--- src/common/seq_pkg.sv ---
package seq_pkg;

  localparam int unsigned CLK_MHZ = 100;
  localparam int unsigned START_DELAY_US = 41;
  localparam int unsigned EXT_DELAY_MS = 2;
  localparam int unsigned RESET_DELAY_MS = 20;
  localparam int unsigned RESTART_DELAY_MS = 100;
  localparam int unsigned START_DELAY_CYC = START_DELAY_US * CLK_MHZ;
  localparam int unsigned EXT_DELAY_CYC = EXT_DELAY_MS * 1000 * CLK_MHZ;
  localparam int unsigned RESET_DELAY_CYC = RESET_DELAY_MS * 1000 * CLK_MHZ;
  localparam int unsigned RESTART_DELAY_CYC = RESTART_DELAY_MS * 1000 * CLK_MHZ;
  localparam int unsigned CNT_W = 24;

  localparam logic [6:0] I2C_ADDR = 7'h25;
  localparam logic [7:0] I2C_WRITE_BYTE = 8'h4a;
  localparam logic [7:0] I2C_READ_BYTE = 8'h4b;

  localparam int unsigned RAIL_N = 5;
  localparam int unsigned R_LDO2 = 0;
  localparam int unsigned R_BUCK2 = 1;
  localparam int unsigned R_BUCK1 = 2;
  localparam int unsigned R_BUCK3 = 3;
  localparam int unsigned R_LDO1 = 4;

  localparam logic [7:0] ADDR_STATUS = 8'h00;
  localparam logic [7:0] ADDR_MASK = 8'h04;
  localparam logic [7:0] ADDR_STATE = 8'h08;
  localparam logic [7:0] ADDR_CTRL = 8'h0c;
  localparam logic [7:0] ADDR_ID = 8'h10;
  // Identification value; the value is arbitrary.
  localparam logic [31:0] ID_VALUE = 32'h0000_5e01;
  localparam logic [3:0] MASK_RESET = 4'hf;
  localparam int unsigned EV_W = 4;
  localparam int unsigned EV_FAULT = 0;
  localparam int unsigned EV_UP = 1;
  localparam int unsigned EV_SLEEP = 2;
  localparam int unsigned EV_WARN = 3;
  localparam logic [1:0] RESP_OKAY = 2'b00;
  localparam logic [1:0] RESP_SLVERR = 2'b10;

  typedef enum logic [2:0] {
    ST_OFF, ST_RAMP, ST_ACTIVE, ST_DEEP_SLEEP, ST_FAULT
  } seq_state_e;

  typedef struct packed {
    logic [RAIL_N-1:0] enable;
    logic              buck1_alternate;
    logic              buck2_alternate;
    logic              buck3_alternate;
  } rail_ctrl_s;

endpackage : seq_pkg

--- src/design/delay_timer.sv ---
`timescale 1ns/10ps
module delay_timer #(
  parameter int unsigned LIMIT = 1
) (
  // Clock and reset.
  input  wire logic aclk,
  input  wire logic aresetn,
  input  wire logic ce,
  // Gate and result.
  input  wire logic gate,
  output logic      done
);

  logic [seq_pkg::CNT_W-1:0] count_reg;
  wire  at_limit = (count_reg >= seq_pkg::CNT_W'(LIMIT - 1));

  always_ff @(posedge aclk) begin
    if (!aresetn) begin
      count_reg <= '0;
      done      <= 1'b0;
    end else if (ce) begin
      if (!gate) begin
        count_reg <= '0;
        done      <= 1'b0;
      end else if (at_limit) begin
        done <= 1'b1;
      end else begin
        count_reg <= count_reg + 1'b1;
      end
    end
  end

endmodule : delay_timer

--- src/design/power_sequencer.sv ---
// The register addresses and the AXI4-Lite register port were decided locally.
`timescale 1ns/10ps
module power_sequencer #(
  parameter int unsigned EXT_DELAY_CYC     = seq_pkg::EXT_DELAY_CYC,
  parameter int unsigned RESET_DELAY_CYC   = seq_pkg::RESET_DELAY_CYC,
  parameter int unsigned RESTART_DELAY_CYC = seq_pkg::RESTART_DELAY_CYC
) (
  // Clock, reset and enable.
  input  wire logic                      aclk,
  input  wire logic                      aresetn,
  input  wire logic                      ce,
  // AXI4-Lite write address.
  input  wire logic [7:0]                s_axi_awaddr,
  input  wire logic                      s_axi_awvalid,
  output logic                           s_axi_awready,
  // AXI4-Lite write data.
  input  wire logic [31:0]               s_axi_wdata,
  input  wire logic [3:0]                s_axi_wstrb,
  input  wire logic                      s_axi_wvalid,
  output logic                           s_axi_wready,
  // AXI4-Lite write response.
  output logic [1:0]                     s_axi_bresp,
  output logic                           s_axi_bvalid,
  input  wire logic                      s_axi_bready,
  // AXI4-Lite read address.
  input  wire logic [7:0]                s_axi_araddr,
  input  wire logic                      s_axi_arvalid,
  output logic                           s_axi_arready,
  // AXI4-Lite read data.
  output logic [31:0]                    s_axi_rdata,
  output logic [1:0]                     s_axi_rresp,
  output logic                           s_axi_rvalid,
  input  wire logic                      s_axi_rready,
  // Analogue status.
  input  wire logic                      input_lockout_release,
  input  wire logic                      input_below_warning,
  input  wire logic [seq_pkg::RAIL_N-1:0] rail_current_limit,
  input  wire logic [seq_pkg::RAIL_N-1:0] rail_undervoltage,
  // Host pins.
  input  wire logic                      deep_sleep_request_pin,
  input  wire logic                      buck1_voltage_select_pin,
  input  wire logic                      buck3_voltage_select_pin,
  // Rail control.
  output seq_pkg::rail_ctrl_s            rail_ctrl,
  output logic [seq_pkg::RAIL_N-1:0]     power_good,
  output logic                           external_supply_enable,
  output logic                           deep_sleep_mode,
  output logic                           undervoltage_fault_state,
  output logic                           irq,
  // Open-drain pins.
  output logic                           supply_warning_out_n_o,
  output logic                           supply_warning_out_n_oe,
  output logic                           interrupt_out_n_o,
  output logic                           interrupt_out_n_oe,
  output logic                           system_reset_out_n_o,
  output logic                           system_reset_out_n_oe
);

  seq_pkg::seq_state_e               state_reg;
  logic [seq_pkg::RAIL_N-1:0]        en_reg;
  logic                              external_supply_enable_reg;
  logic [seq_pkg::EV_W-1:0]          status_reg;
  logic [seq_pkg::EV_W-1:0]          mask_reg;
  logic                              restart_req_reg;
  logic                              warn_seen_reg;
  logic [7:0]                        awaddr_reg;
  logic [31:0]                       wdata_reg;
  logic [3:0]                        wstrb_reg;
  logic                              aw_have_reg;
  logic                              w_have_reg;

  // Good indication and gating for each rail.
  wire [seq_pkg::RAIL_N-1:0] good_now = en_reg & ~rail_current_limit;
  wire [seq_pkg::RAIL_N-1:0] trigger;
  wire [seq_pkg::RAIL_N-1:0] start_done;
  wire ramp_or_run = (state_reg == seq_pkg::ST_RAMP) || (state_reg == seq_pkg::ST_ACTIVE);
  assign trigger[seq_pkg::R_LDO2]  = input_lockout_release && ramp_or_run;
  assign trigger[seq_pkg::R_BUCK2] = good_now[seq_pkg::R_LDO2] && ramp_or_run;
  assign trigger[seq_pkg::R_BUCK1] = good_now[seq_pkg::R_BUCK2] && ramp_or_run;
  assign trigger[seq_pkg::R_BUCK3] = good_now[seq_pkg::R_BUCK1] && ramp_or_run;
  assign trigger[seq_pkg::R_LDO1]  = good_now[seq_pkg::R_BUCK3] && ramp_or_run;

  genvar g;
  generate
    for (g = 0; g < seq_pkg::RAIL_N; g++) begin : g_start
      delay_timer #(.LIMIT(seq_pkg::START_DELAY_CYC)) u_start (
        .aclk    (aclk),
        .aresetn (aresetn),
        .ce      (ce),
        .gate    (trigger[g]),
        .done    (start_done[g])
      );
    end
  endgenerate

  wire ext_done;
  wire rst_done;
  wire restart_done;
  delay_timer #(.LIMIT(EXT_DELAY_CYC)) u_ext (
    .aclk    (aclk),
    .aresetn (aresetn),
    .ce      (ce),
    .gate    (good_now[seq_pkg::R_BUCK3] && ramp_or_run),
    .done    (ext_done)
  );
  delay_timer #(.LIMIT(RESET_DELAY_CYC)) u_rst (
    .aclk    (aclk),
    .aresetn (aresetn),
    .ce      (ce),
    .gate    (good_now[seq_pkg::R_LDO1]),
    .done    (rst_done)
  );
  delay_timer #(.LIMIT(RESTART_DELAY_CYC)) u_restart (
    .aclk    (aclk),
    .aresetn (aresetn),
    .ce      (ce),
    .gate    (state_reg == seq_pkg::ST_FAULT),
    .done    (restart_done)
  );

  // Fault and mode decode.
  wire fault_hit  = |(rail_undervoltage & rail_current_limit & en_reg);
  wire all_up     = &en_reg;
  wire sleep_req  = !deep_sleep_request_pin;

  // Register bus decode.
  wire wr_fire    = aw_have_reg && w_have_reg && !s_axi_bvalid;
  wire rd_fire    = s_axi_arvalid && s_axi_arready;
  wire wr_mask    = wr_fire && (awaddr_reg == seq_pkg::ADDR_MASK);
  wire wr_ctrl    = wr_fire && (awaddr_reg == seq_pkg::ADDR_CTRL);
  wire wr_known   = wr_mask || wr_ctrl;
  wire rd_status  = rd_fire && (s_axi_araddr == seq_pkg::ADDR_STATUS);
  wire rd_known   = rd_status || (s_axi_araddr == seq_pkg::ADDR_MASK) ||
                    (s_axi_araddr == seq_pkg::ADDR_STATE) ||
                    (s_axi_araddr == seq_pkg::ADDR_CTRL) || (s_axi_araddr == seq_pkg::ADDR_ID);
  wire [31:0] rd_value =
    (s_axi_araddr == seq_pkg::ADDR_STATUS) ? {28'h0, status_reg} :
    (s_axi_araddr == seq_pkg::ADDR_MASK)   ? {28'h0, mask_reg} :
    (s_axi_araddr == seq_pkg::ADDR_STATE)  ? {22'h0, external_supply_enable_reg, en_reg, 1'b0, state_reg} :
    (s_axi_araddr == seq_pkg::ADDR_CTRL)   ? {31'h0, restart_req_reg} :
    (s_axi_araddr == seq_pkg::ADDR_ID)     ? seq_pkg::ID_VALUE : 32'h0;

  // Events; a new event wins over a read clear.
  wire [seq_pkg::EV_W-1:0] ev;
  assign ev[seq_pkg::EV_FAULT] = fault_hit && (state_reg != seq_pkg::ST_FAULT);
  assign ev[seq_pkg::EV_UP]    = (state_reg == seq_pkg::ST_RAMP) && all_up && external_supply_enable_reg;
  assign ev[seq_pkg::EV_SLEEP] = (state_reg == seq_pkg::ST_ACTIVE) && sleep_req;
  assign ev[seq_pkg::EV_WARN]  = input_below_warning && !warn_seen_reg;
  wire [seq_pkg::EV_W-1:0] status_next = (rd_status ? '0 : status_reg) | ev;

  // Next state of the sequencer.
  seq_pkg::seq_state_e state_next;
  always_comb begin
    state_next = state_reg;
    unique case (state_reg)
      seq_pkg::ST_OFF:        if (input_lockout_release) state_next = seq_pkg::ST_RAMP;
      seq_pkg::ST_RAMP:       if (all_up && external_supply_enable_reg) state_next = seq_pkg::ST_ACTIVE;
      seq_pkg::ST_ACTIVE:     if (sleep_req) state_next = seq_pkg::ST_DEEP_SLEEP;
      seq_pkg::ST_DEEP_SLEEP: if (!sleep_req) state_next = seq_pkg::ST_RAMP;
      seq_pkg::ST_FAULT:      if (restart_done) state_next = seq_pkg::ST_OFF;
    endcase
    if (ev[seq_pkg::EV_FAULT] || (restart_req_reg && state_reg != seq_pkg::ST_FAULT)) begin
      state_next = seq_pkg::ST_FAULT;
    end
  end

  // Rail enables: each rail latches on when its start delay ends.
  logic [seq_pkg::RAIL_N-1:0] en_next;
  logic                       ext_next;
  always_comb begin
    en_next  = en_reg | (ramp_or_run ? start_done : '0);
    ext_next = external_supply_enable_reg | (ramp_or_run && ext_done && start_done[seq_pkg::R_LDO1]);
    if (state_next == seq_pkg::ST_DEEP_SLEEP) begin
      en_next  = en_reg & ((seq_pkg::RAIL_N'(1) << seq_pkg::R_LDO2) |
                           (seq_pkg::RAIL_N'(1) << seq_pkg::R_BUCK2));
      ext_next = 1'b0;
    end
    if (state_next == seq_pkg::ST_FAULT || state_next == seq_pkg::ST_OFF) begin
      en_next  = '0;
      ext_next = 1'b0;
    end
  end

  always_ff @(posedge aclk) begin
    if (!aresetn) begin
      state_reg       <= seq_pkg::ST_OFF;
      en_reg          <= '0;
      external_supply_enable_reg      <= 1'b0;
      status_reg      <= '0;
      mask_reg        <= seq_pkg::MASK_RESET;
      restart_req_reg <= 1'b0;
      warn_seen_reg   <= 1'b0;
    end else if (ce) begin
      state_reg       <= state_next;
      en_reg          <= en_next;
      external_supply_enable_reg      <= ext_next;
      status_reg      <= status_next;
      warn_seen_reg   <= input_below_warning;
      if (wr_mask && wstrb_reg[0]) begin
        mask_reg <= wdata_reg[seq_pkg::EV_W-1:0];
      end
      if (wr_ctrl && wstrb_reg[0]) begin
        restart_req_reg <= wdata_reg[0];
      end else if (state_reg == seq_pkg::ST_FAULT) begin
        restart_req_reg <= 1'b0;
      end
    end
  end

  // Pin-facing registered outputs.
  always_ff @(posedge aclk) begin
    if (!aresetn) begin
      rail_ctrl                <= '0;
      power_good               <= '0;
      external_supply_enable   <= 1'b0;
      deep_sleep_mode          <= 1'b0;
      undervoltage_fault_state <= 1'b0;
      irq                      <= 1'b0;
      supply_warning_out_n_o   <= 1'b0;
      supply_warning_out_n_oe  <= 1'b0;
      interrupt_out_n_o        <= 1'b0;
      interrupt_out_n_oe       <= 1'b0;
      system_reset_out_n_o     <= 1'b0;
      system_reset_out_n_oe    <= 1'b1;
    end else if (ce) begin
      rail_ctrl.enable          <= en_next;
      rail_ctrl.buck1_alternate <= !buck1_voltage_select_pin;
      rail_ctrl.buck3_alternate <= !buck3_voltage_select_pin;
      rail_ctrl.buck2_alternate <= (state_next == seq_pkg::ST_DEEP_SLEEP);
      power_good                <= en_next & ~rail_current_limit;
      external_supply_enable    <= ext_next;
      deep_sleep_mode           <= (state_next == seq_pkg::ST_DEEP_SLEEP);
      undervoltage_fault_state  <= (state_next == seq_pkg::ST_FAULT);
      irq                       <= |(status_next & mask_reg);
      supply_warning_out_n_o    <= 1'b0;
      supply_warning_out_n_oe   <= input_below_warning;
      interrupt_out_n_o         <= 1'b0;
      interrupt_out_n_oe        <= (state_next == seq_pkg::ST_FAULT) || |(status_next & mask_reg);
      system_reset_out_n_o      <= 1'b0;
      system_reset_out_n_oe     <= !(rst_done && good_now[seq_pkg::R_LDO1]);
    end
  end

  // AXI4-Lite slave; address and data are taken in either order.
  always_ff @(posedge aclk) begin
    if (!aresetn) begin
      s_axi_awready <= 1'b0;
      s_axi_wready  <= 1'b0;
      s_axi_bvalid  <= 1'b0;
      s_axi_bresp   <= seq_pkg::RESP_OKAY;
      s_axi_arready <= 1'b0;
      s_axi_rvalid  <= 1'b0;
      s_axi_rresp   <= seq_pkg::RESP_OKAY;
      s_axi_rdata   <= '0;
      aw_have_reg   <= 1'b0;
      w_have_reg    <= 1'b0;
      awaddr_reg    <= '0;
      wdata_reg     <= '0;
      wstrb_reg     <= '0;
    end else if (ce) begin
      s_axi_awready <= !aw_have_reg && !s_axi_awready && s_axi_awvalid;
      s_axi_wready  <= !w_have_reg && !s_axi_wready && s_axi_wvalid;
      if (s_axi_awvalid && s_axi_awready) begin
        aw_have_reg <= 1'b1;
        awaddr_reg  <= s_axi_awaddr;
      end
      if (s_axi_wvalid && s_axi_wready) begin
        w_have_reg <= 1'b1;
        wdata_reg  <= s_axi_wdata;
        wstrb_reg  <= s_axi_wstrb;
      end
      if (wr_fire) begin
        s_axi_bvalid <= 1'b1;
        s_axi_bresp  <= wr_known ? seq_pkg::RESP_OKAY : seq_pkg::RESP_SLVERR;
        aw_have_reg  <= 1'b0;
        w_have_reg   <= 1'b0;
      end else if (s_axi_bvalid && s_axi_bready) begin
        s_axi_bvalid <= 1'b0;
      end
      s_axi_arready <= !s_axi_arready && !s_axi_rvalid && s_axi_arvalid;
      if (rd_fire) begin
        s_axi_rvalid <= 1'b1;
        s_axi_rdata  <= rd_value;
        s_axi_rresp  <= rd_known ? seq_pkg::RESP_OKAY : seq_pkg::RESP_SLVERR;
      end else if (s_axi_rvalid && s_axi_rready) begin
        s_axi_rvalid <= 1'b0;
      end
    end
  end

endmodule : power_sequencer

--- config.mk ---
export PLATFORM = sky130hd
export DESIGN_NAME = power_sequencer
export DESIGN_NICKNAME = d
export VERILOG_FILES = /design/src/common/seq_pkg.sv /design/src/design/delay_timer.sv /design/src/design/power_sequencer.sv
export SDC_FILE = /design/constraint.sdc
export NUM_CORES = 1
export LEC_CHECK = 0
export BUFFER_PORTS_ARGS = -buffer_cell sky130_fd_sc_hd__buf_4
export CAP_MARGIN = 25
export CORE_AREA = 2 2 167 136
export CTS_CLUSTER_SIZE = 14
export DETAILED_ROUTE_END_ITERATION = 10
export DIE_AREA = 0 0 169 138
export PLACE_DENSITY = 0.84
export RECOVER_POWER = 50
export SKIP_LAST_GASP = 1
export SYNTH_ARGS = -nofsm -noshare
export SYNTH_HDL_FRONTEND = slang
export SYNTH_SLANG_ARGS = --single-unit
--- constraint.sdc ---
create_clock -name aclk -period 5.6 [get_ports aclk]
set_input_delay 0.56 -clock aclk [delete_from_list [all_inputs] [get_ports aclk]]
set_output_delay 0.56 -clock aclk [all_outputs]
set_load 0.02 [all_outputs]
==> key figures <==
Outcome
  – Status: finished with violations
  – Failing checks: capacitance limit, slew limit

Drt
  – Total routed wirelength: 27500 um
  – 1st-pass router iterations: 7
  – Antenna viol nets, final: 0
  – Initial DRC Count: 789
  – WL/cell: 15.7 um
  – Via count: 10.4k
  – Via density: 5.92
  – DRC violations left: 0

Place
  – Placed cell areas: 12600 um^2
  – DP Cell Count: 1697
  – Port bufs: 84
  – Post-DP HPWL: 18400 um
  – Pre-CTS WS: 2620 ps
  – Gpl congestion: 0.853

CTS
  – Clock Tree Root: clkbuf_16
  – Setup repair bufs after CTS: 0
  – Max clock buf depth: 3
  – CTS sink cnt: 264
  – Clk Latency, worst-skew pair: 530 ps
  – H-Tree Depth: 1
  – Hold buffers post-CTS: 0
  – # resized after CTS: 0
  – CTS buffer count: 26
  – Reg clk slew, reported paths: 60 ps
  – CTS tree: built

Layout
  – Layout cells sized above 1: 8.44%
  – Max reg flops: 120
  – Non-Filler Instances: 1750
  – Post-layout util: 61.2%
  – Fin nets: 1532
  – Design Area, Final: 13400 um^2
  – Area growth, synth to finish: 12.3%

Worst setup path
  – FF-to-FF path depth: 7
  – Worst Setup SP: aresetn
  – Worst path arrival time: 3770 ps
  – R2R Setup Slk: 2640 ps
  – Critical Path Sink Type: flop
  – Critical path type: primary input to flop
  – RR Startpoint: g_start[1].u_start.count_reg[0]
  – Reg2reg end: g_start[1].u_start.count_reg[12]
  – Worst setup SP type: primary input
  – Required time of the critical path: 6020 ps
  – Max Fanout on Critical Path: 54

Floorplanning
  – Placement Rows: 49
  – IO Count: 139
  – Die height: 138 um
  – Chip width: 169 um
  – Placeable Area: 21900 um^2
  – Die area: 23300 um^2
  – Starting Density: 54.5%

Global route
  – Global-route wire length before repair: 45400 um
  – Largest net degree at the start of global routing: 71
  – Initial antenna violation count: 1
  – Global-route congestion overflow total: 0
  – Total GRT Usage: 22.8%
  – Vias in the first global route: 9599

STA
  – Final Setup Violations: 0
  – Achievable clock frequency: 298 MHz
  – Setup slack after layout: 2250 ps
  – Max-slew violation count: 55
  – RSZ-0062 raised after global routing: false
  – Setup_tns: 0 ps
  – Worst-Margin Slew: 2420 ps
  – Tmin final: 3350 ps
  – Crit share post-route: 59.8%
  – Worst hold slack: 209 ps
  – Fin Clk Skew: 6.04 ps
  – Slew HR: -61.3%
  – Final hold vios: 0

Pwr
  – P_leak: 4.92 nW
  – Cell Pwr Density: 300 nW/um^2
  – Peak supply drop: 0.201 mV
  – Total power: 4.03 mW

Synth
  – Post-synth cell types: 85
  – Syn Area/Cell: 8.59 um^2
  – Ys Warns: 0
  – Seq cells post-synth: 264
  – Cell Area, Synth: 12000 um^2
  – Async SR Flop Fraction: 0%
  – Mapped Cells: 1392
  – Top FF cell, synth: dfxtp_1
  – Number of synthesized flops with an enable pin: 0
  – Sequential element share of the synthesized area: 44.2%

Run
  – Maxcap violations: 1

Hold path
  – WHS Endpoint: rail_ctrl[0]
  – Hold path startpoint: buck3_voltage_select_pin
  – Hold Crit Class: primary input to flop
  – Hold path depth: 2
power breakdown:
| part | switching, mW | total, mW | internal [mW] | leakage [nW] |
|---|---|---|---|---|
| registers | 0.00687 | 1.89 | 1.88 | 2.13 |
| clock network | 0.738 | 1.99 | 1.25 | 0.487 |
| logic | 0.105 | 0.150 | 0.0449 | 2.30 |
| total | 0.850 | 4.03 | 3.18 | 4.92 |
kinds of logic after synthesis:
logic type                 share of synthesized area, %
and+or+nand+nor                                    27.8
muxes                                              1.67
adders and majority gates                         0.837
DFF                                                44.2
AOI/OAI and AO/OA                                  15.9
xor gates and xnor gates                           4.47
other                                            0.0314
buffers and inverters                              5.06
synthesized netlist by cell type, types with 5 or more instances:
cell / count / area, um^2
a211oi_1: 5 / 37.5
a21o_1: 6 / 45.0
a21oi_1: 102 / 510
a22oi_1: 15 / 113
a31oi_1: 12 / 75.1
a41oi_1: 6 / 52.6
and2_1: 49 / 307
and3_1: 52 / 325
and4_1: 13 / 114
buf_1: 6 / 22.5
buf_4: 29 / 218
clkbuf_1: 44 / 165
dfxtp_1: 264 / 5290
ha_1: 8 / 100
inv_1: 28 / 105
mux2i_1: 20 / 200
nand2_1: 106 / 398
nand3_1: 76 / 380
nand3b_1: 7 / 52.6
nand4_1: 32 / 200
nand4b_1: 7 / 61.3
nor2_1: 155 / 582
nor2b_1: 11 / 68.8
nor3_1: 23 / 115
nor3b_1: 6 / 45.0
nor4_1: 33 / 206
o211ai_1: 10 / 75.1
o21a_1: 21 / 158
o21ai_0: 41 / 205
o31ai_1: 10 / 75.1
or2_2: 6 / 37.5
or3_1: 13 / 81.3
or4_1: 24 / 180
xnor2_1: 23 / 201
xor2_1: 38 / 333
layout by cell type, fill, tap and decap left out, types with 20 or more instances in the layout:
cell type	n
nor4_1	33
or4_1	24
nand4_1	32
xnor2_1	23
nand2_1	106
nor2_1	155
nor3_1	23
dfxtp_1	264
nand3_1	76
clkbuf_1	48
clkbuf_16	27
inv_1	29
and3_1	52
o21a_1	21
mux2i_1	20
buf_4	48
a21oi_1	102
and2_1	38
conb_1	23
o21ai_0	41
xor2_1	38
worst max path at each step:
| stage | end | slack [ps] |
|---|---|---|
| after global placement | u_restart.count_reg[19] | 2660 |
| after global routing | rail_ctrl[5] | 1970 |
| after floorplan | u_rst.count_reg[13] | 3460 |
| after detailed placement | u_restart.count_reg[19] | 2620 |
| after CTS | rail_ctrl[7] | 2750 |
| final | rail_ctrl[5] | 2250 |
routing by layer:
| layer | track usage, % | part of all wire [%] | up-vias |
|---|---|---|---|
| li1 | - | - | 5109 |
| met1 | 31.4 | 46 | 4873 |
| met2 | 36.3 | 45 | 313 |
| met3 | 3.46 | 5.6 | 58 |
| met4 | 8.28 | 3.0 | 0 |
| met5 | 0 | 0 | - |
worst max-delay path, stage by stage:
cell	delay, ps
buf_4	240
inv_1	480
clkbuf_1	1780
a211oi_1	310
a22o_1	360
area by class of cell:
class                   instances  area [um^2]
fillers                      1881         8520
inverters                      29          109
multi-input cells            1032         6130
flip-flops and latches        264         5290
well taps                     280          350
clock buffers                  37          783
diodes                          1         2.50
clock inverters                11          208
repair buffers                 96          557
Power figures use the tool's default switching activity.
